<file path="src/design/inm_pkg.sv">
// shared constants and types of the two-wire memory host controller
package inm_pkg;

  // ----------------------------------------
  // timing
  // ----------------------------------------
  localparam int CLK_PERIOD_NS = 8;
  localparam int SCL_PERIOD_NS = 2500;
  localparam int QTR_CYC       = SCL_PERIOD_NS / (4 * CLK_PERIOD_NS);
  localparam int QTR_W         = 7;
  localparam logic [QTR_W-1:0] QTR_LAST = QTR_W'(QTR_CYC - 1);

  // ----------------------------------------
  // register offsets
  // ----------------------------------------
  localparam logic [7:0] OFS_CTRL = 8'h00;
  localparam logic [7:0] OFS_ADDR = 8'h04;
  localparam logic [7:0] OFS_LEN  = 8'h08;
  localparam logic [7:0] OFS_TXD  = 8'h0c;
  localparam logic [7:0] OFS_STAT = 8'h10;
  localparam logic [7:0] OFS_RXD  = 8'h14;

  // ----------------------------------------
  // field positions
  // ----------------------------------------
  localparam int CTRL_GO      = 0;
  localparam int CTRL_CMD_LO  = 1;
  localparam int CTRL_WP      = 3;
  localparam int CTRL_SEL_LO  = 4;
  localparam int STAT_BUSY    = 0;
  localparam int STAT_DONE    = 1;
  localparam int STAT_NACK    = 2;
  localparam int STAT_TXEMPTY = 3;
  localparam int STAT_RXVALID = 4;
  localparam int ADDR_W       = 13;

  // ----------------------------------------
  // reset values
  // ----------------------------------------
  localparam logic [1:0]        RST_CMD  = 2'h0;
  localparam logic [2:0]        RST_SEL  = 3'h0;
  localparam logic [ADDR_W-1:0] RST_ADDR = 13'h0000;
  localparam logic [7:0]        RST_LEN  = 8'h00;

  // ----------------------------------------
  // commands, states, byte kinds
  // ----------------------------------------
  typedef enum logic [1:0] {
    CMD_WRITE = 2'h0,
    CMD_CUR   = 2'h1,
    CMD_RND   = 2'h2
  } inm_cmd_t;

  typedef enum logic [2:0] {
    ST_IDLE    = 3'h0,
    ST_START   = 3'h1,
    ST_BIT     = 3'h2,
    ST_ACK     = 3'h3,
    ST_STOP    = 3'h4,
    ST_WAIT_TX = 3'h5,
    ST_WAIT_RX = 3'h6
  } inm_state_t;

  typedef enum logic [2:0] {
    K_DEV_W = 3'h0,
    K_AHI   = 3'h1,
    K_ALO   = 3'h2,
    K_WDATA = 3'h3,
    K_DEV_R = 3'h4,
    K_RDATA = 3'h5
  } inm_kind_t;

endpackage : inm_pkg

</file>
<file path="src/design/inm_sync.sv">
// two flip-flop synchroniser for a pin input
`timescale 1ns/1ps
module inm_sync (
  input  wire logic pclk,
  input  wire logic presetn,
  input  wire logic din,
  output logic      dout
);

  logic meta_r;

  always_ff @(posedge pclk or negedge presetn) begin
    if (!presetn) begin
      meta_r <= 1'b1;
      dout   <= 1'b1;
    end else begin
      meta_r <= din;
      dout   <= meta_r;
    end
  end

endmodule : inm_sync

</file>
<file path="src/design/inm_tick.sv">
// quarter-period tick for the serial clock
`timescale 1ns/1ps
module inm_tick (
  input  wire logic pclk,
  input  wire logic presetn,
  output logic      tick
);

  logic [inm_pkg::QTR_W-1:0] cnt_r;

  always_ff @(posedge pclk or negedge presetn) begin
    if (!presetn) begin
      cnt_r <= '0;
      tick  <= 1'b0;
    end else begin
      tick <= (cnt_r == inm_pkg::QTR_LAST);
      if (cnt_r == inm_pkg::QTR_LAST) begin
        cnt_r <= '0;
      end else begin
        cnt_r <= cnt_r + inm_pkg::QTR_W'(1);
      end
    end
  end

endmodule : inm_tick

</file>
<file path="src/design/inm_host.sv">
// two-wire memory host: apb registers, byte sequencer and pin driver
//
// Local design decisions: the placing of the registers and the APB slave port.
`timescale 1ns/1ps
// Notes on behaviour
// receiver pulls data low on the ninth clock after each byte
// transmitter releases data on the ninth clock so the acknowledge is seen
// device abandons operation on stop before any low acknowledge
// after not-acknowledge the bus is released, then stop or start follows
// first byte: 4-bit type code, 3-bit select code, direction bit
// device answers only when type and select code match its straps
// direction bit 0 means write, 1 means read
// two memory address bytes follow, high byte first, each acknowledged
// host always drives clock; data direction follows direction bit
// during writes the next byte goes only after the acknowledge
// during reads device sends eight bits then waits for acknowledge
// device needs no busy time; no acknowledge polling after writes
// write protect pin high blocks all writes; reads always work
// byte write: start, address word, two address bytes, data, stop
// top three bits of the high address byte are zero
// further write bytes go to successive addresses, wrapping to zero
// each byte is committed when its acknowledge completes
// current read returns last accessed address plus one, wrapping
// address counter undefined after power-up until set
// current read: start, read word, one byte, not-acknowledge, stop
// random read: address write, repeated start, read word, byte, not-acknowledge
// sequential read continues from rising addresses while acknowledged
// device samples data on clock rise, changes it after clock fall
// data changes only while clock low, except start and stop
// every byte is sent most significant bit first
// device address counter advances after every data byte
module inm_host #(
  parameter logic [3:0] DEV_TYPE = 4'h6  // arbitrary value; set to the target's type code
) (
  input  wire logic        pclk,
  input  wire logic        presetn,
  input  wire logic        psel,
  input  wire logic        penable,
  input  wire logic        pwrite,
  input  wire logic [7:0]  paddr,
  input  wire logic [31:0] pwdata,
  output logic [31:0]      prdata,
  output logic             pready,
  output logic             pslverr,
  output logic             scl_o,
  output logic             scl_oe,
  output logic             sda_o,
  output logic             sda_oe,
  input  wire logic        sda_i,
  output logic             wp_o
);

  // ----------------------------------------
  // declarations
  // ----------------------------------------
  inm_pkg::inm_state_t               st_r;
  inm_pkg::inm_kind_t                kind_r;
  logic [1:0]                        q_r;
  logic [2:0]                        bit_r;
  logic [7:0]                        shift_r;
  logic [7:0]                        left_r;
  logic                              ack_bad_r;
  logic                              tick;
  logic                              sda_s;
  logic [1:0]                        cmd_r;
  logic [2:0]                        sel_r;
  logic                              wp_r;
  logic [inm_pkg::ADDR_W-1:0]        addr_r;
  logic [7:0]                        len_r;
  logic [7:0]                        txd_r;
  logic                              tx_full_r;
  logic [7:0]                        rxd_r;
  logic                              rx_valid_r;
  logic                              done_r;
  logic                              nack_r;
  logic                              scl_hi_r;
  logic                              sda_oe_r;
  logic [31:0]                       prdata_r;
  logic                              go;
  logic                              wr_acc;
  logic                              rd_acc;
  logic                              mapped;
  logic                              tx_take;
  logic                              rx_set;
  logic                              done_set;
  logic                              nack_set;
  logic                              rx_kind;
  logic                              last_byte;

  // ----------------------------------------
  // helpers
  // ----------------------------------------
  inm_tick u_tick (
    .pclk    (pclk),
    .presetn (presetn),
    .tick    (tick)
  );

  inm_sync u_sda_sync (
    .pclk    (pclk),
    .presetn (presetn),
    .din     (sda_i),
    .dout    (sda_s)
  );

  // ----------------------------------------
  // apb slave
  // ----------------------------------------
  assign mapped  = (paddr == inm_pkg::OFS_CTRL) || (paddr == inm_pkg::OFS_ADDR) ||
                   (paddr == inm_pkg::OFS_LEN)  || (paddr == inm_pkg::OFS_TXD)  ||
                   (paddr == inm_pkg::OFS_STAT) || (paddr == inm_pkg::OFS_RXD);
  assign pready  = 1'b1;
  assign pslverr = psel && penable && !mapped;
  assign prdata  = prdata_r;
  assign wr_acc  = psel && penable && pwrite && mapped;
  assign rd_acc  = psel && penable && !pwrite && mapped;
  assign go      = wr_acc && (paddr == inm_pkg::OFS_CTRL) && pwdata[inm_pkg::CTRL_GO] &&
                   (st_r == inm_pkg::ST_IDLE) && (pwdata[2:1] != 2'h3);

  // read data captured in the setup cycle
  always_ff @(posedge pclk or negedge presetn) begin
    if (!presetn) begin
      prdata_r <= 32'h0000_0000;
    end else if (psel && !penable) begin
      case (paddr)
        inm_pkg::OFS_CTRL: prdata_r <= {25'h0, sel_r, wp_r, cmd_r, 1'b0};
        inm_pkg::OFS_ADDR: prdata_r <= {19'h0, addr_r};
        inm_pkg::OFS_LEN:  prdata_r <= {24'h0, len_r};
        inm_pkg::OFS_TXD:  prdata_r <= {24'h0, txd_r};
        inm_pkg::OFS_STAT: prdata_r <= {27'h0, rx_valid_r, !tx_full_r, nack_r, done_r,
                                        st_r != inm_pkg::ST_IDLE};
        inm_pkg::OFS_RXD:  prdata_r <= {24'h0, rxd_r};
        default:           prdata_r <= 32'h0000_0000;
      endcase
    end
  end

  // control registers
  always_ff @(posedge pclk or negedge presetn) begin
    if (!presetn) begin
      cmd_r  <= inm_pkg::RST_CMD;
      sel_r  <= inm_pkg::RST_SEL;
      wp_r   <= 1'b0;
      addr_r <= inm_pkg::RST_ADDR;
      len_r  <= inm_pkg::RST_LEN;
    end else if (wr_acc) begin
      case (paddr)
        inm_pkg::OFS_CTRL: begin
          cmd_r <= pwdata[inm_pkg::CTRL_CMD_LO +: 2];
          sel_r <= pwdata[inm_pkg::CTRL_SEL_LO +: 3];
          wp_r  <= pwdata[inm_pkg::CTRL_WP];
        end
        inm_pkg::OFS_ADDR: addr_r <= pwdata[inm_pkg::ADDR_W-1:0];
        inm_pkg::OFS_LEN:  len_r  <= pwdata[7:0];
        default: ;
      endcase
    end
  end

  assign wp_o = wp_r;

  // transmit holding byte; software write wins over the engine taking it
  always_ff @(posedge pclk or negedge presetn) begin
    if (!presetn) begin
      txd_r     <= 8'h00;
      tx_full_r <= 1'b0;
    end else if (wr_acc && (paddr == inm_pkg::OFS_TXD)) begin
      txd_r     <= pwdata[7:0];
      tx_full_r <= 1'b1;
    end else if (tx_take) begin
      tx_full_r <= 1'b0;
    end
  end

  // receive byte; a new byte wins over the read that clears the flag
  always_ff @(posedge pclk or negedge presetn) begin
    if (!presetn) begin
      rxd_r      <= 8'h00;
      rx_valid_r <= 1'b0;
    end else if (rx_set) begin
      rxd_r      <= shift_r;
      rx_valid_r <= 1'b1;
    end else if (rd_acc && (paddr == inm_pkg::OFS_RXD)) begin
      rx_valid_r <= 1'b0;
    end
  end

  // sticky status, write one to clear, set wins
  always_ff @(posedge pclk or negedge presetn) begin
    if (!presetn) begin
      done_r <= 1'b0;
      nack_r <= 1'b0;
    end else begin
      if (done_set) begin
        done_r <= 1'b1;
      end else if (wr_acc && (paddr == inm_pkg::OFS_STAT) && pwdata[inm_pkg::STAT_DONE]) begin
        done_r <= 1'b0;
      end
      if (nack_set) begin
        nack_r <= 1'b1;
      end else if (wr_acc && (paddr == inm_pkg::OFS_STAT) && pwdata[inm_pkg::STAT_NACK]) begin
        nack_r <= 1'b0;
      end
    end
  end

  // ----------------------------------------
  // byte sequencer
  // ----------------------------------------
  assign rx_kind   = (kind_r == inm_pkg::K_RDATA);
  assign last_byte = (left_r == 8'h00);
  assign tx_take   = (st_r == inm_pkg::ST_WAIT_TX) && tx_full_r;
  assign rx_set    = tick && (st_r == inm_pkg::ST_BIT) && (q_r == 2'd3) && (bit_r == 3'd7) && rx_kind;
  assign done_set  = tick && (st_r == inm_pkg::ST_STOP) && (q_r == 2'd3);
  assign nack_set  = tick && (st_r == inm_pkg::ST_ACK) && (q_r == 2'd3) && !rx_kind && ack_bad_r;

  always_ff @(posedge pclk or negedge presetn) begin
    if (!presetn) begin
      st_r      <= inm_pkg::ST_IDLE;
      kind_r    <= inm_pkg::K_DEV_W;
      q_r       <= 2'd0;
      bit_r     <= 3'd0;
      shift_r   <= 8'h00;
      left_r    <= 8'h00;
      ack_bad_r <= 1'b0;
    end else begin
      case (st_r)
        inm_pkg::ST_IDLE: begin
          if (go) begin
            st_r   <= inm_pkg::ST_START;
            left_r <= len_r;
            kind_r <= (pwdata[2:1] == inm_pkg::CMD_CUR) ? inm_pkg::K_DEV_R : inm_pkg::K_DEV_W;
          end
        end
        inm_pkg::ST_START: begin
          if (tick) begin
            q_r <= q_r + 2'd1;
            if (q_r == 2'd3) begin
              shift_r <= {DEV_TYPE, sel_r, kind_r == inm_pkg::K_DEV_R};
              st_r    <= inm_pkg::ST_BIT;
            end
          end
        end
        inm_pkg::ST_BIT: begin
          if (tick) begin
            q_r <= q_r + 2'd1;
            if (q_r == 2'd2) begin
              shift_r <= {shift_r[6:0], sda_s};
            end
            if (q_r == 2'd3) begin
              bit_r <= bit_r + 3'd1;
              if (bit_r == 3'd7) begin
                st_r <= inm_pkg::ST_ACK;
              end
            end
          end
        end
        inm_pkg::ST_ACK: begin
          if (tick) begin
            q_r <= q_r + 2'd1;
            if (q_r == 2'd2) begin
              ack_bad_r <= sda_s;
            end
            if (q_r == 2'd3) begin
              if (!rx_kind && ack_bad_r) begin
                st_r <= inm_pkg::ST_STOP;
              end else begin
                case (kind_r)
                  inm_pkg::K_DEV_W: begin
                    kind_r  <= inm_pkg::K_AHI;
                    shift_r <= {3'b000, addr_r[12:8]};
                    st_r    <= inm_pkg::ST_BIT;
                  end
                  inm_pkg::K_AHI: begin
                    kind_r  <= inm_pkg::K_ALO;
                    shift_r <= addr_r[7:0];
                    st_r    <= inm_pkg::ST_BIT;
                  end
                  inm_pkg::K_ALO: begin
                    if (cmd_r == inm_pkg::CMD_RND) begin
                      kind_r <= inm_pkg::K_DEV_R;
                      st_r   <= inm_pkg::ST_START;
                    end else begin
                      kind_r <= inm_pkg::K_WDATA;
                      st_r   <= inm_pkg::ST_WAIT_TX;
                    end
                  end
                  inm_pkg::K_WDATA: begin
                    if (last_byte) begin
                      st_r <= inm_pkg::ST_STOP;
                    end else begin
                      left_r <= left_r - 8'd1;
                      st_r   <= inm_pkg::ST_WAIT_TX;
                    end
                  end
                  inm_pkg::K_DEV_R: begin
                    kind_r <= inm_pkg::K_RDATA;
                    st_r   <= inm_pkg::ST_BIT;
                  end
                  default: begin
                    if (last_byte) begin
                      st_r <= inm_pkg::ST_STOP;
                    end else begin
                      left_r <= left_r - 8'd1;
                      st_r   <= inm_pkg::ST_WAIT_RX;
                    end
                  end
                endcase
              end
            end
          end
        end
        inm_pkg::ST_WAIT_TX: begin
          if (tx_full_r) begin
            shift_r <= txd_r;
            st_r    <= inm_pkg::ST_BIT;
          end
        end
        inm_pkg::ST_WAIT_RX: begin
          if (!rx_valid_r) begin
            st_r <= inm_pkg::ST_BIT;
          end
        end
        inm_pkg::ST_STOP: begin
          if (tick) begin
            q_r <= q_r + 2'd1;
            if (q_r == 2'd3) begin
              st_r <= inm_pkg::ST_IDLE;
            end
          end
        end
        default: st_r <= inm_pkg::ST_IDLE;
      endcase
    end
  end

  // ----------------------------------------
  // pin driver
  // ----------------------------------------
  always_ff @(posedge pclk or negedge presetn) begin
    if (!presetn) begin
      scl_hi_r <= 1'b1;
      sda_oe_r <= 1'b0;
    end else if (tick) begin
      case (st_r)
        inm_pkg::ST_START: begin
          case (q_r)
            2'd0:    sda_oe_r <= 1'b0;
            2'd1:    scl_hi_r <= 1'b1;
            2'd2:    sda_oe_r <= 1'b1;
            default: scl_hi_r <= 1'b0;
          endcase
        end
        inm_pkg::ST_BIT: begin
          case (q_r)
            2'd0:    sda_oe_r <= !rx_kind && !shift_r[7];
            2'd1:    scl_hi_r <= 1'b1;
            2'd3:    scl_hi_r <= 1'b0;
            default: ;
          endcase
        end
        inm_pkg::ST_ACK: begin
          case (q_r)
            2'd0:    sda_oe_r <= rx_kind && !last_byte;
            2'd1:    scl_hi_r <= 1'b1;
            2'd3:    scl_hi_r <= 1'b0;
            default: ;
          endcase
        end
        inm_pkg::ST_STOP: begin
          case (q_r)
            2'd0:    sda_oe_r <= 1'b1;
            2'd1:    scl_hi_r <= 1'b1;
            2'd2:    sda_oe_r <= 1'b0;
            default: ;
          endcase
        end
        default: ;
      endcase
    end
  end

  assign scl_o  = 1'b0;
  assign scl_oe = !scl_hi_r;
  assign sda_o  = 1'b0;
  assign sda_oe = sda_oe_r;
endmodule : inm_host

</file>
<file path="config.mk">
export PLATFORM = sky130hd
export DESIGN_NAME = inm_host
export DESIGN_NICKNAME = d
export VERILOG_FILES = /design/src/design/inm_pkg.sv /design/src/design/inm_sync.sv /design/src/design/inm_tick.sv /design/src/design/inm_host.sv
export SDC_FILE = /design/constraint.sdc
export NUM_CORES = 1
export LEC_CHECK = 0
export ABC_AREA = 1
export ABC_CLOCK_PERIOD_IN_PS = 1800
export BUFFER_PORTS_ARGS = -buffer_cell sky130_fd_sc_hd__buf_2
export CORE_MARGIN = 10
export CORE_UTILIZATION = 58
export DETAILED_ROUTE_END_ITERATION = 6
export PLACE_DENSITY_LB_ADDON = 0.3
export SLEW_MARGIN = 30
export SYNTH_ARGS = -nofsm -noshare
export SYNTH_HDL_FRONTEND = slang
export SYNTH_SLANG_ARGS = --single-unit
</file>
<file path="constraint.sdc">
create_clock -name pclk -period 1.8 [get_ports pclk]
set_clock_uncertainty 0.05 [all_clocks]
set_input_delay 0.54 -clock pclk [delete_from_list [all_inputs] [get_ports pclk]]
set_output_delay 0.54 -clock pclk [all_outputs]
set_load 0.05 [all_outputs]
</file>
**Word level (Yosys, flattened, before mapping)**

Cells that the tools add are included.

- Add/sub/neg operators: 4
- $mul: 0
- Divide/modulo/power cells: 0
- $lt $le $gt $ge: 0
- Eq/ne operators: 49
- Shifts and indexed selects: 0
- Mux-type cells: 62
- Bitwise operators: 0
- Reductions and logical operators: 74

Operators with widths:

| operator | count |
|---|---|
| 8-bit two-way mux | 14 |
| 13-bit case mux with 6 select lines | 1 |
| 3-bit two-way mux | 20 |
| 8-bit case mux with 2 select lines | 2 |
| 8-bit case mux with 4 select lines | 1 |
| 1-bit logical AND | 30 |
| 2-bit by 1-bit != test with 1-bit output, second input constant | 12 |
| 3-bit case mux with 7 select lines | 1 |
| 3-bit equality test, second input constant | 6 |
| 2-bit != test, second input constant | 9 |
| 8-bit by 4-bit equality test with 1-bit output, second input constant | 2 |
| 8-bit by 5-bit equality test with 1-bit output, second input constant | 2 |
| 8-bit logical NOT | 2 |
| 3-bit by 2-bit equality test with 1-bit output, second input constant | 4 |
| 1-bit two-way mux | 12 |
| 3-bit case mux with 4 select lines | 1 |
| 12-bit AND reduction | 1 |
| 6-bit AND reduction | 2 |
| 10-bit AND reduction | 1 |
| 2-bit nonzero test | 5 |
| 3-bit by 1-bit != test with 1-bit output, second input constant | 3 |
| 3-bit case mux with 3 select lines | 1 |
| 8-bit by 3-bit equality test with 1-bit output, second input constant | 1 |
| 1-bit logical NOT | 8 |
| other kinds (28) | 48 |

- Register bits: 119
- Bits in latches: 0
- Bits in writable memories: 0
- Memory bits (read-only): 0
- Input bits: 46
- Logic and storage cells: 214
- Memories: 0

**Longest topological paths before layout**

Gate-level depths: netlist of the first run.

- Depth in word-level cells: 13
- Gate-level depth with buffers: 11

**Modules after synthesis**

Synthesis of the first run repeated with hierarchy kept, for this count alone.

- Cells, all modules: 769
- Area total of the unflattened synthesis: 5820.6 µm²

By module, submodules not included:

| module | times used | cells each | area an instance (µm²) | sequential area each (µm²) |
|---|---|---|---|---|
| inm_host | 1 | 722 | 5381.4 | 2253.4 |
| inm_tick | 1 | 45 | 386.6 | 200.2 |
| inm_sync | 1 | 2 | 52.6 | 52.6 |

**Worst setup path after synthesis of the first run**

OpenSTA, ideal clock, no wires.

- Path type: in2out
- From: input port paddr[5]
- To: output port pslverr
- Arrival time: 1623 ps
- Required time: 1210 ps
- Setup slack: -413 ps
- Stages: 6
- Path buffers: 0
- Cells stage by stage: nor2_1 -> nand2_2 -> inv_4 -> nand2_1 -> nand3_4 -> nor2_1

- Word-level cells in the longest chain between the ends: 8
- Elaborated cells on any way between the ends: 13
- Classes of those cells: 5 x eq/ne; 8 x reduce/logical

Ends and longest elaborated chain:

| element | RTL line | source |
|---|---|---|
| from (decl) | inm_host.sv:40 | `input wire logic [7:0] paddr,` |
| 8-bit by 3-bit equality test with 1-bit output or 8-bit logical NOT (tied branches) | inm_host.sv:109 | `assign mapped = (paddr == inm_pkg::OFS_CTRL) \|\| (paddr == inm_pkg::OFS_ADDR) \|\|` |
| 1-bit logical OR (2 in a row) | inm_host.sv:109 |  |
| 1-bit logical OR (2 in a row) | inm_host.sv:110 | `(paddr == inm_pkg::OFS_LEN) \|\| (paddr == inm_pkg::OFS_TXD) \|\|` |
| 1-bit logical OR * | inm_host.sv:111 | `(paddr == inm_pkg::OFS_STAT) \|\| (paddr == inm_pkg::OFS_RXD);` |
| 1-bit logical NOT * | inm_host.sv:113 | `assign pslverr = psel && penable && !mapped;` |
| 1-bit logical AND * | inm_host.sv:113 |  |
| to (decl) | inm_host.sv:44 | `output logic pslverr,` |

Every way passes the cells marked *; elsewhere a longest branch is shown, timed or not.

**Worst setup path in the final report of the first run**

- From: input port paddr[4]
- To: output port pslverr

The elaborated chain is that of the path after synthesis.

==> results of run 1 <==
kinds of logic (layout without fill, tap and decap cells):
| kind of cell | Yosys count | count (layout) | share of synthesized area (%) |
|---|---|---|---|
| compound gates | 86 | 87 | 8.73 |
| xor+xnor | 4 | 4 | 0.608 |
| fa+ha+maj | 10 | 10 | 2.17 |
| buf+inv | 119 | 213 | 10.3 |
| flops | 100 | 100 | 43.5 |
| mux | 3 | 3 | 0.586 |
| other cells | 2 | 22 | 0.130 |
| simple gates | 437 | 437 | 33.9 |
through the flow:
step | setup WS [ns] | instance area (um^2)
5_1_grt | -0.0692 | 6930
6_report | -0.0288 | 6930
3_5_place_dp | -0.230 | 6510
3_3_place_gp | -0.179 | 6510
2_1_floorplan | 0.00113 | 5880
4_1_cts | -0.0368 | 6860
final cells by class:
type	count	area share [%]
multi-input cells	563	41.0
clock buffers	12	2.24
flip-flops and latches	100	36.2
inverters	78	4.44
well taps	133	2.40
clock inverters	4	0.813
repair buffers	119	12.9
synthesized netlist by cell type, drive strengths merged:
cell type and number:
nand4 9, clkinv 1, nor3 2, ha 10, o21ai 59, inv 77, buf 37, nor2 53
nand3b 1, a22oi 5, nand2 289, clkbuf 4, and3 1, conb 2, xnor2 3, dfrtp 97
xor2 1, o31ai 6, nor3b 2, a21oi 14, o21bai 1, mux2 3, nand3 80, o22ai 1
dfstp 3
power groups by stage:
stage,combinational (mW),clock (mW),sequential [mW]
global route,3.35,1.62,2.64
detailed placement,2.80,0,2.65
CTS,2.84,1.54,2.61
global placement,2.73,0,2.64
finish,3.02,1.52,2.62
floorplan,1.88,0,2.60
worst paths after layout:
check | endpoint | cells after the start
min | kind_r[1] | 1
max reg2reg | ack_bad_r | 5
min reg2reg | u_sda_sync.dout | 0
max in group asynchronous | u_sda_sync.dout | 2
max | pslverr | 7
min in group pclk | u_sda_sync.meta_r | 1
flip-flops by register name, summed over array words and instances, names as in the netlist, 2 cells and up:
signal / cells
sel_r: 3
st_r: 3
addr_r: 13
txd_r: 8
q_r: 2
left_r: 8
shift_r: 8
u_tick.cnt_r: 7
cmd_r: 2
prdata: 13
rxd_r: 8
len_r: 8
kind_r: 3
bit_r: 3
critical path, stage by stage:
cell	delay (ns)
buf_4	0.14
nand2_4	0.09
nor2_8	0.04
nand2_4	0.07
nand3_4	0.10
nor2_4	0.10
buf_8	0.15
timing repair:
action | 4_1_cts | 5_1_grt
gates resized for setup | 25 | 10
setup buffers | 7 | 3
setup endpoints to repair | 1 | 26
cloned | 0 | 1
pin swaps | 11 | 2
per-layer routing:
layer	part of all wire [%]	track usage (%)	vias to the layer above
met5	0	0	-
met4	3.0	9.88	0
met3	8.2	4.31	37
met2	50	35.8	255
met1	39	26.2	2513
li1	-	-	2598
==> flow_metrics.env, run 1 <==
export IMPL_finalSetupViolCount=1
export IMPL_grt_pass1_vias=5353
export IMPL_synthCells=761
export IMPL_grt_max_degree=50
export IMPL_gp_congestion=0.994
export IMPL_irDropWorstVdd_uv=588
export IMPL_ant_nets=0
export IMPL_final_fill_count=817
export IMPL_cts_tree="yes"
export IMPL_drtIter0Drc=400
export IMPL_seqCellArea_mm2=0.00251
export IMPL_ff2ff_setup_slack_ns=0.04
export IMPL_status="finished with violations"
export IMPL_clkSinkCount=100
export IMPL_final_util_pct=71.2
export IMPL_hold_path_class="in -> async"
export IMPL_switching_share_pct=39.4
export IMPL_setup_tns_ns=-0.0288
export IMPL_crit_type="in -> out"
export IMPL_htreeDepth=3
export IMPL_rsz0062_at_grt="yes"
export IMPL_worstPathArrival_ns=1.24
export IMPL_core_area_mm2=0.00973
export IMPL_post_drt_wl_per_cell_um=15.2
export IMPL_setup_ws_ns=-0.0288
export IMPL_worst_hold_slack_ns=-0.00349
export IMPL_hold_violations=1
export IMPL_overflow=0
export IMPL_ys_warn_count=0
export IMPL_period_share_pct=102
export IMPL_fp_dieW_um=120
export IMPL_die_height_um=120
export IMPL_cts_buffers=9
export IMPL_max_cap_violations=0
export IMPL_switchingPower_mw=2.82
export IMPL_most_common_layout_cells="272 x nand2_1, 96 x dfrtp_1, 74 x nand3_1, 74 x buf_4, 61 x inv_1"
export IMPL_wl_um=15300
export IMPL_synth_seq_cells=100
export IMPL_drc=0
export IMPL_synth_area_per_cell_um2=7.57
export IMPL_grt_util_all_layers_pct=21.4
export IMPL_seq_power_share_pct=36.6
export IMPL_post_dp_hpwl_um=11600
export IMPL_drive_gt1_share_pct=23.6
export IMPL_clockBufferDepth=2
export IMPL_critPathRequiredTime_ns=1.21
export IMPL_syn_to_final_growth_pct=20.2
export IMPL_drtPass1Iterations=6
export IMPL_dp_cells=982
export IMPL_ys_top_cells_by_area="dfrtp_1 42%, nand2_1 18%, nand3_1 6.4%"
export IMPL_report_power_total_mw=7.16
export IMPL_portBuffers=43
export IMPL_clk_latency_ns=0.37
export IMPL_finalMaxSlewViolations=0
export IMPL_clkPwrFrac_pct=21.3
export IMPL_max_freq_ghz=0.547
export IMPL_worstSetupStartpoint="paddr[4]"
export IMPL_final_cells=1009
export IMPL_cts_clk_slew_worst_paths_ns=0.09
export IMPL_nets=927
export IMPL_ioPinCount=85
export IMPL_final_common_cell="nand2_1"
export IMPL_grt_pass1_wl_um=25400
export IMPL_synth_top_area_share_pct=42.1
export IMPL_ctsHoldBuffers=0
export IMPL_die_area_mm2=0.0143
export IMPL_p_int_mw=4.34
export IMPL_synthDistinctLibCells=41
export IMPL_start_kind="primary input"
export IMPL_yosysTopAreaCell="dfrtp_1"
export IMPL_multiInputGateArea_mm2=0.00284
export IMPL_rows=36
export IMPL_diodes=0
export IMPL_root_buffer="clkbuf_8"
export IMPL_ys_seq_area_share_pct=43.5
export IMPL_synth_area_mm2=0.00576
export IMPL_combPwrFrac_pct=42.2
export IMPL_cp_end_kind="output port"
export IMPL_antenna_found_initial=0
export IMPL_min_period_ns=1.83
export IMPL_cp_max_fo=3
export IMPL_start_util_pct=59.2
export IMPL_violations="hold timing, setup timing"
export IMPL_r2r_start="st_r[2]"
export IMPL_num_vias=5403
export IMPL_viasPerCell=5.35
export IMPL_leakage_nw=3.73
export IMPL_power_density_mw_per_mm2=1030
(Power assumes the default switching activity.)
==> inputs of run 2 (changes only) <==
--- a/config.mk
+++ b/config.mk
@@ -12,6 +12,7 @@
 export CORE_UTILIZATION = 58
 export DETAILED_ROUTE_END_ITERATION = 6
 export PLACE_DENSITY_LB_ADDON = 0.3
+export SKIP_CTS_REPAIR_TIMING = 1
 export SLEW_MARGIN = 30
 export SYNTH_ARGS = -nofsm -noshare
 export SYNTH_HDL_FRONTEND = slang
==> flow_metrics.env, run 2 (synthesis results as in run 1) <==
export IMPL_drive_gt1_share_pct=23.7
export IMPL_crit_chain="buf_2 -> nor2_4 -> nand2_4 -> inv_4 -> nand2_4 -> nand3_4 -> nor2_4 -> buf_8"
export IMPL_seqCellArea_mm2=0.00251
export IMPL_drc=0
export IMPL_irDropWorstVdd_uv=591
export IMPL_cts_tree="yes"
export IMPL_clockBufferDepth=2
export IMPL_final_common_cell="nand2_1"
export IMPL_final_util_pct=70.9
export IMPL_worstSetupStartpoint="paddr[4]"
export IMPL_rr_endpoint="shift_r[2]"
export IMPL_setup_ws_ns=-0.0557
export IMPL_rows=36
export IMPL_ioPinCount=85
export IMPL_antenna_found_initial=0
export IMPL_ant_nets=0
export IMPL_core_area_mm2=0.00973
export IMPL_clkSinkCount=100
export IMPL_post_drt_wl_per_cell_um=15.1
export IMPL_report_power_total_mw=7.15
export IMPL_period_share_pct=103
export IMPL_final_fill_count=820
export IMPL_fp_dieW_um=120
export IMPL_die_height_um=120
export IMPL_grt_pass1_wl_um=25000
export IMPL_cts_buffers=9
export IMPL_gp_congestion=0.994
export IMPL_crit_family="simple AND/OR/NAND/NOR gates"
export IMPL_rsz0062_at_grt="yes"
export IMPL_htreeDepth=3
export IMPL_cts_clk_slew_worst_paths_ns=0.09
export IMPL_most_common_layout_cells="271 x nand2_1, 96 x dfrtp_1, 74 x nand3_1, 74 x buf_4, 61 x inv_1"
export IMPL_overflow=0
export IMPL_start_kind="primary input"
export IMPL_grt_util_all_layers_pct=21.1
export IMPL_drtIter0Drc=430
export IMPL_status="finished with violations"
export IMPL_grt_max_degree=50
export IMPL_max_cap_violations=0
export IMPL_syn_to_final_growth_pct=19.7
export IMPL_violations="hold timing, setup timing"
export IMPL_worst_path_max_delay_cell="buf_2"
export IMPL_cp_end_kind="output port"
export IMPL_leakage_nw=3.72
export IMPL_finalSetupViolCount=1
export IMPL_crit_type="in -> out"
export IMPL_nets=927
export IMPL_die_area_mm2=0.0143
export IMPL_cp_max_fo=3
export IMPL_post_dp_hpwl_um=11600
export IMPL_power_density_mw_per_mm2=1040
export IMPL_ff2ff_path_depth=8
export IMPL_start_util_pct=59.2
export IMPL_r2r_start="st_r[2]"
export IMPL_multiInputGateArea_mm2=0.00284
export IMPL_crit_buf_inv=3
export IMPL_drtPass1Iterations=5
export IMPL_hold_violations=9
export IMPL_viasPerCell=5.36
export IMPL_clk_latency_ns=0.38
export IMPL_worst_hold_slack_ns=-0.00215
export IMPL_finalMaxSlewViolations=0
export IMPL_diodes=0
export IMPL_worstPathArrival_ns=1.27
export IMPL_num_vias=5412
export IMPL_portBuffers=43
export IMPL_ff2ff_setup_slack_ns=0.13
export IMPL_critPathRequiredTime_ns=1.21
export IMPL_max_freq_ghz=0.539
export IMPL_min_period_ns=1.86
export IMPL_grt_pass1_vias=5299
export IMPL_hold_path_class="in -> async"
export IMPL_wl_um=15200
export IMPL_root_buffer="clkbuf_8"
export IMPL_slowest_delay_ns=0.15
==> run 2: through the flow <==
step / std cells / worst slack [ns] / cell area [um^2] / TNS [ns] / hold slack, ns
floorplan: 781 / 0.00113 / 5880 / 0 / 0.194
global placement: 982 / -0.179 / 6510 / -5.46 / 0.297
detailed placement: 982 / -0.230 / 6510 / -8.19 / 0.297
CTS: 998 / -0.215 / 6720 / -0.215 / 0.000664
global route: 1009 / -0.0914 / 6890 / -0.0914 / 0.00228
finish: 1009 / -0.0557 / 6890 / -0.0557 / -0.00215
==> run 2: where the power goes <==
part	switching, mW	internal (mW)	total (mW)
clock network	0.794	0.730	1.52
logic	1.85	1.16	3.02
registers	0.173	2.44	2.62
total	2.82	4.34	7.15
==> run 2: how the worst max path moves through the flow <==
stage | depth (start not counted) | endpoint | slack, ns
finish | 8 | pslverr | -0.06
global route | 8 | pslverr | -0.09
CTS | 8 | pslverr | -0.21
detailed placement | 10 | left_r[3] | -0.23
global placement | 8 | pslverr | -0.18
floorplan | 6 | pslverr | 0.001
==> run 2: per-layer routing <==
layer | up-vias | share of wire [%] | global-route usage [%]
met5 | - | 0 | 0
met4 | 0 | 2.9 | 9.20
met3 | 36 | 7.8 | 4.36
met2 | 214 | 50 | 35.1
met1 | 2557 | 40 | 26.0
li1 | 2605 | - | -
==> run 2: cell type report <==
cell class | instances | share of cell area (%)
clock inverters | 4 | 0.817
multi-input cells | 563 | 41.2
inverters | 78 | 4.36
clock buffers | 12 | 2.25
flip-flops and latches | 100 | 36.4
repair buffers | 119 | 12.6
well taps | 133 | 2.41
==> inputs of run 3 (changes only) <==
--- a/config.mk
+++ b/config.mk
@@ -12,6 +12,7 @@
 export CORE_UTILIZATION = 58
 export DETAILED_ROUTE_END_ITERATION = 6
 export PLACE_DENSITY_LB_ADDON = 0.3
+export RECOVER_POWER = 25
 export SKIP_CTS_REPAIR_TIMING = 1
 export SLEW_MARGIN = 30
 export SYNTH_ARGS = -nofsm -noshare
==> flow_metrics.env, run 3 (synthesis results as in run 1) <==
export IMPL_root_buffer="clkbuf_8"
export IMPL_ff2ff_setup_slack_ns=0.13
export IMPL_hold_path_end="u_sda_sync.meta_r"
export IMPL_num_vias=5446
export IMPL_die_area_mm2=0.0143
export IMPL_cts_buffers=9
export IMPL_wl_um=15200
export IMPL_report_power_total_mw=7.15
export IMPL_grt_util_all_layers_pct=21.1
export IMPL_crit_family="simple AND/OR/NAND/NOR gates"
export IMPL_multiInputGateArea_mm2=0.00284
export IMPL_start_kind="primary input"
export IMPL_post_drt_wl_per_cell_um=15.1
export IMPL_cts_clk_slew_worst_paths_ns=0.09
export IMPL_drc=0
export IMPL_viasPerCell=5.40
export IMPL_slowest_delay_ns=0.15
export IMPL_grt_pass1_wl_um=25000
export IMPL_drtIter0Drc=430
export IMPL_grt_max_degree=50
export IMPL_start_util_pct=59.2
export IMPL_diodes=0
export IMPL_core_area_mm2=0.00973
export IMPL_power_density_mw_per_mm2=1040
export IMPL_worstPathArrival_ns=1.27
export IMPL_min_period_ns=1.86
export IMPL_clockBufferDepth=2
export IMPL_seq_power_share_pct=36.6
export IMPL_fp_dieW_um=120
export IMPL_crit_chain="buf_2 -> nor2_4 -> nand2_4 -> inv_4 -> nand2_4 -> nand3_4 -> nor2_4 -> buf_8"
export IMPL_final_fill_count=822
export IMPL_finalMaxSlewViolations=0
export IMPL_dp_cells=982
export IMPL_nets=927
export IMPL_slew_headroom_pct=15.2
export IMPL_p_int_mw=4.33
export IMPL_r2r_start="st_r[2]"
export IMPL_final_common_cell="nand2_1"
export IMPL_period_share_pct=103
export IMPL_clk_latency_ns=0.38
export IMPL_clkSinkCount=100
export IMPL_rsz0062_at_grt="yes"
export IMPL_crit_type="in -> out"
export IMPL_switchingPower_mw=2.82
export IMPL_overflow=0
export IMPL_finalSetupViolCount=1
export IMPL_leakage_nw=3.71
export IMPL_irDropWorstVdd_uv=591
export IMPL_hold_violations=0
export IMPL_setup_ws_ns=-0.0559
export IMPL_rr_endpoint="shift_r[2]"
export IMPL_hp_start="sda_i"
export IMPL_hold_path_class="in -> reg"
export IMPL_min_path_cells=1
export IMPL_drive_gt1_share_pct=23.6
export IMPL_ioPinCount=85
export IMPL_rows=36
export IMPL_critPathRequiredTime_ns=1.21
export IMPL_seqCellArea_mm2=0.00251
export IMPL_worst_path_max_delay_cell="buf_2"
export IMPL_drtPass1Iterations=5
export IMPL_final_cells=1009
export IMPL_ff2ff_path_depth=8
export IMPL_violations="setup timing"
export IMPL_max_freq_ghz=0.539
export IMPL_post_dp_hpwl_um=11600
export IMPL_portBuffers=43
export IMPL_cts_tree="yes"
export IMPL_max_cap_violations=0
export IMPL_most_common_layout_cells="271 x nand2_1, 96 x dfrtp_1, 74 x nand3_1"
export IMPL_htreeDepth=3
export IMPL_status="finished with violations"
export IMPL_clkPwrFrac_pct=21.4
export IMPL_cp_end_kind="output port"
export IMPL_die_height_um=120
export IMPL_antenna_found_initial=0
export IMPL_grt_pass1_vias=5299
export IMPL_crit_buf_inv=3
export IMPL_combPwrFrac_pct=42.1
export IMPL_gp_congestion=0.994
export IMPL_syn_to_final_growth_pct=19.5
export IMPL_ant_nets=0
export IMPL_cp_max_fo=3
export IMPL_switching_share_pct=39.4
export IMPL_worst_pin_slew_ns=1.27
==> run 3: final cells by class <==
class / instances / area share, %
multi-input cells: 563 / 41.2
clock inverters: 4 / 0.818
flip-flops and latches: 100 / 36.4
repair buffers: 119 / 12.5
well taps: 133 / 2.42
inverters: 78 / 4.36
clock buffers: 12 / 2.25
==> run 3: through the flow <==
stage	hold slack (ns)	worst slack (ns)	util, %	TNS (ns)	instance area [um^2]
after floorplan	0.194	0.00113	-	0	5880
after global placement	0.297	-0.179	66.9	-5.46	6510
after detailed placement	0.297	-0.230	66.9	-8.19	6510
after CTS	0.000664	-0.215	69.1	-0.215	6720
after global routing	0.194	-0.0914	70.7	-0.0914	6880
final	0.206	-0.0559	70.7	-0.0559	6880
==> run 3: layer usage <==
| layer | vias to the layer above | share of wire [%] | GRT usage, % |
|---|---|---|---|
| li1 | 2607 | - | - |
| met1 | 2569 | 40 | 26.0 |
| met2 | 230 | 50 | 35.1 |
| met3 | 40 | 7.5 | 4.36 |
| met4 | 0 | 3.0 | 9.20 |
| met5 | - | 0 | 0 |
==> run 3: worst max-delay path by stage <==
| stage | from | endpoint | cells after the start |
|---|---|---|---|
| floorplan | paddr[3] | pslverr | 6 |
| global placement | paddr[1] | pslverr | 8 |
| detailed placement | paddr[1] | left_r[3] | 10 |
| CTS | paddr[1] | pslverr | 8 |
| global route | paddr[4] | pslverr | 8 |
| finish | paddr[4] | pslverr | 8 |
==> run 3: power by group through the flow <==
stage	combinational, mW	clock (mW)	sequential [mW]
6_report	3.01	1.53	2.62
4_1_cts	2.82	1.54	2.61
3_3_place_gp	2.73	0	2.64
2_1_floorplan	1.88	0	2.60
3_5_place_dp	2.80	0	2.65
5_1_grt	3.34	1.62	2.64
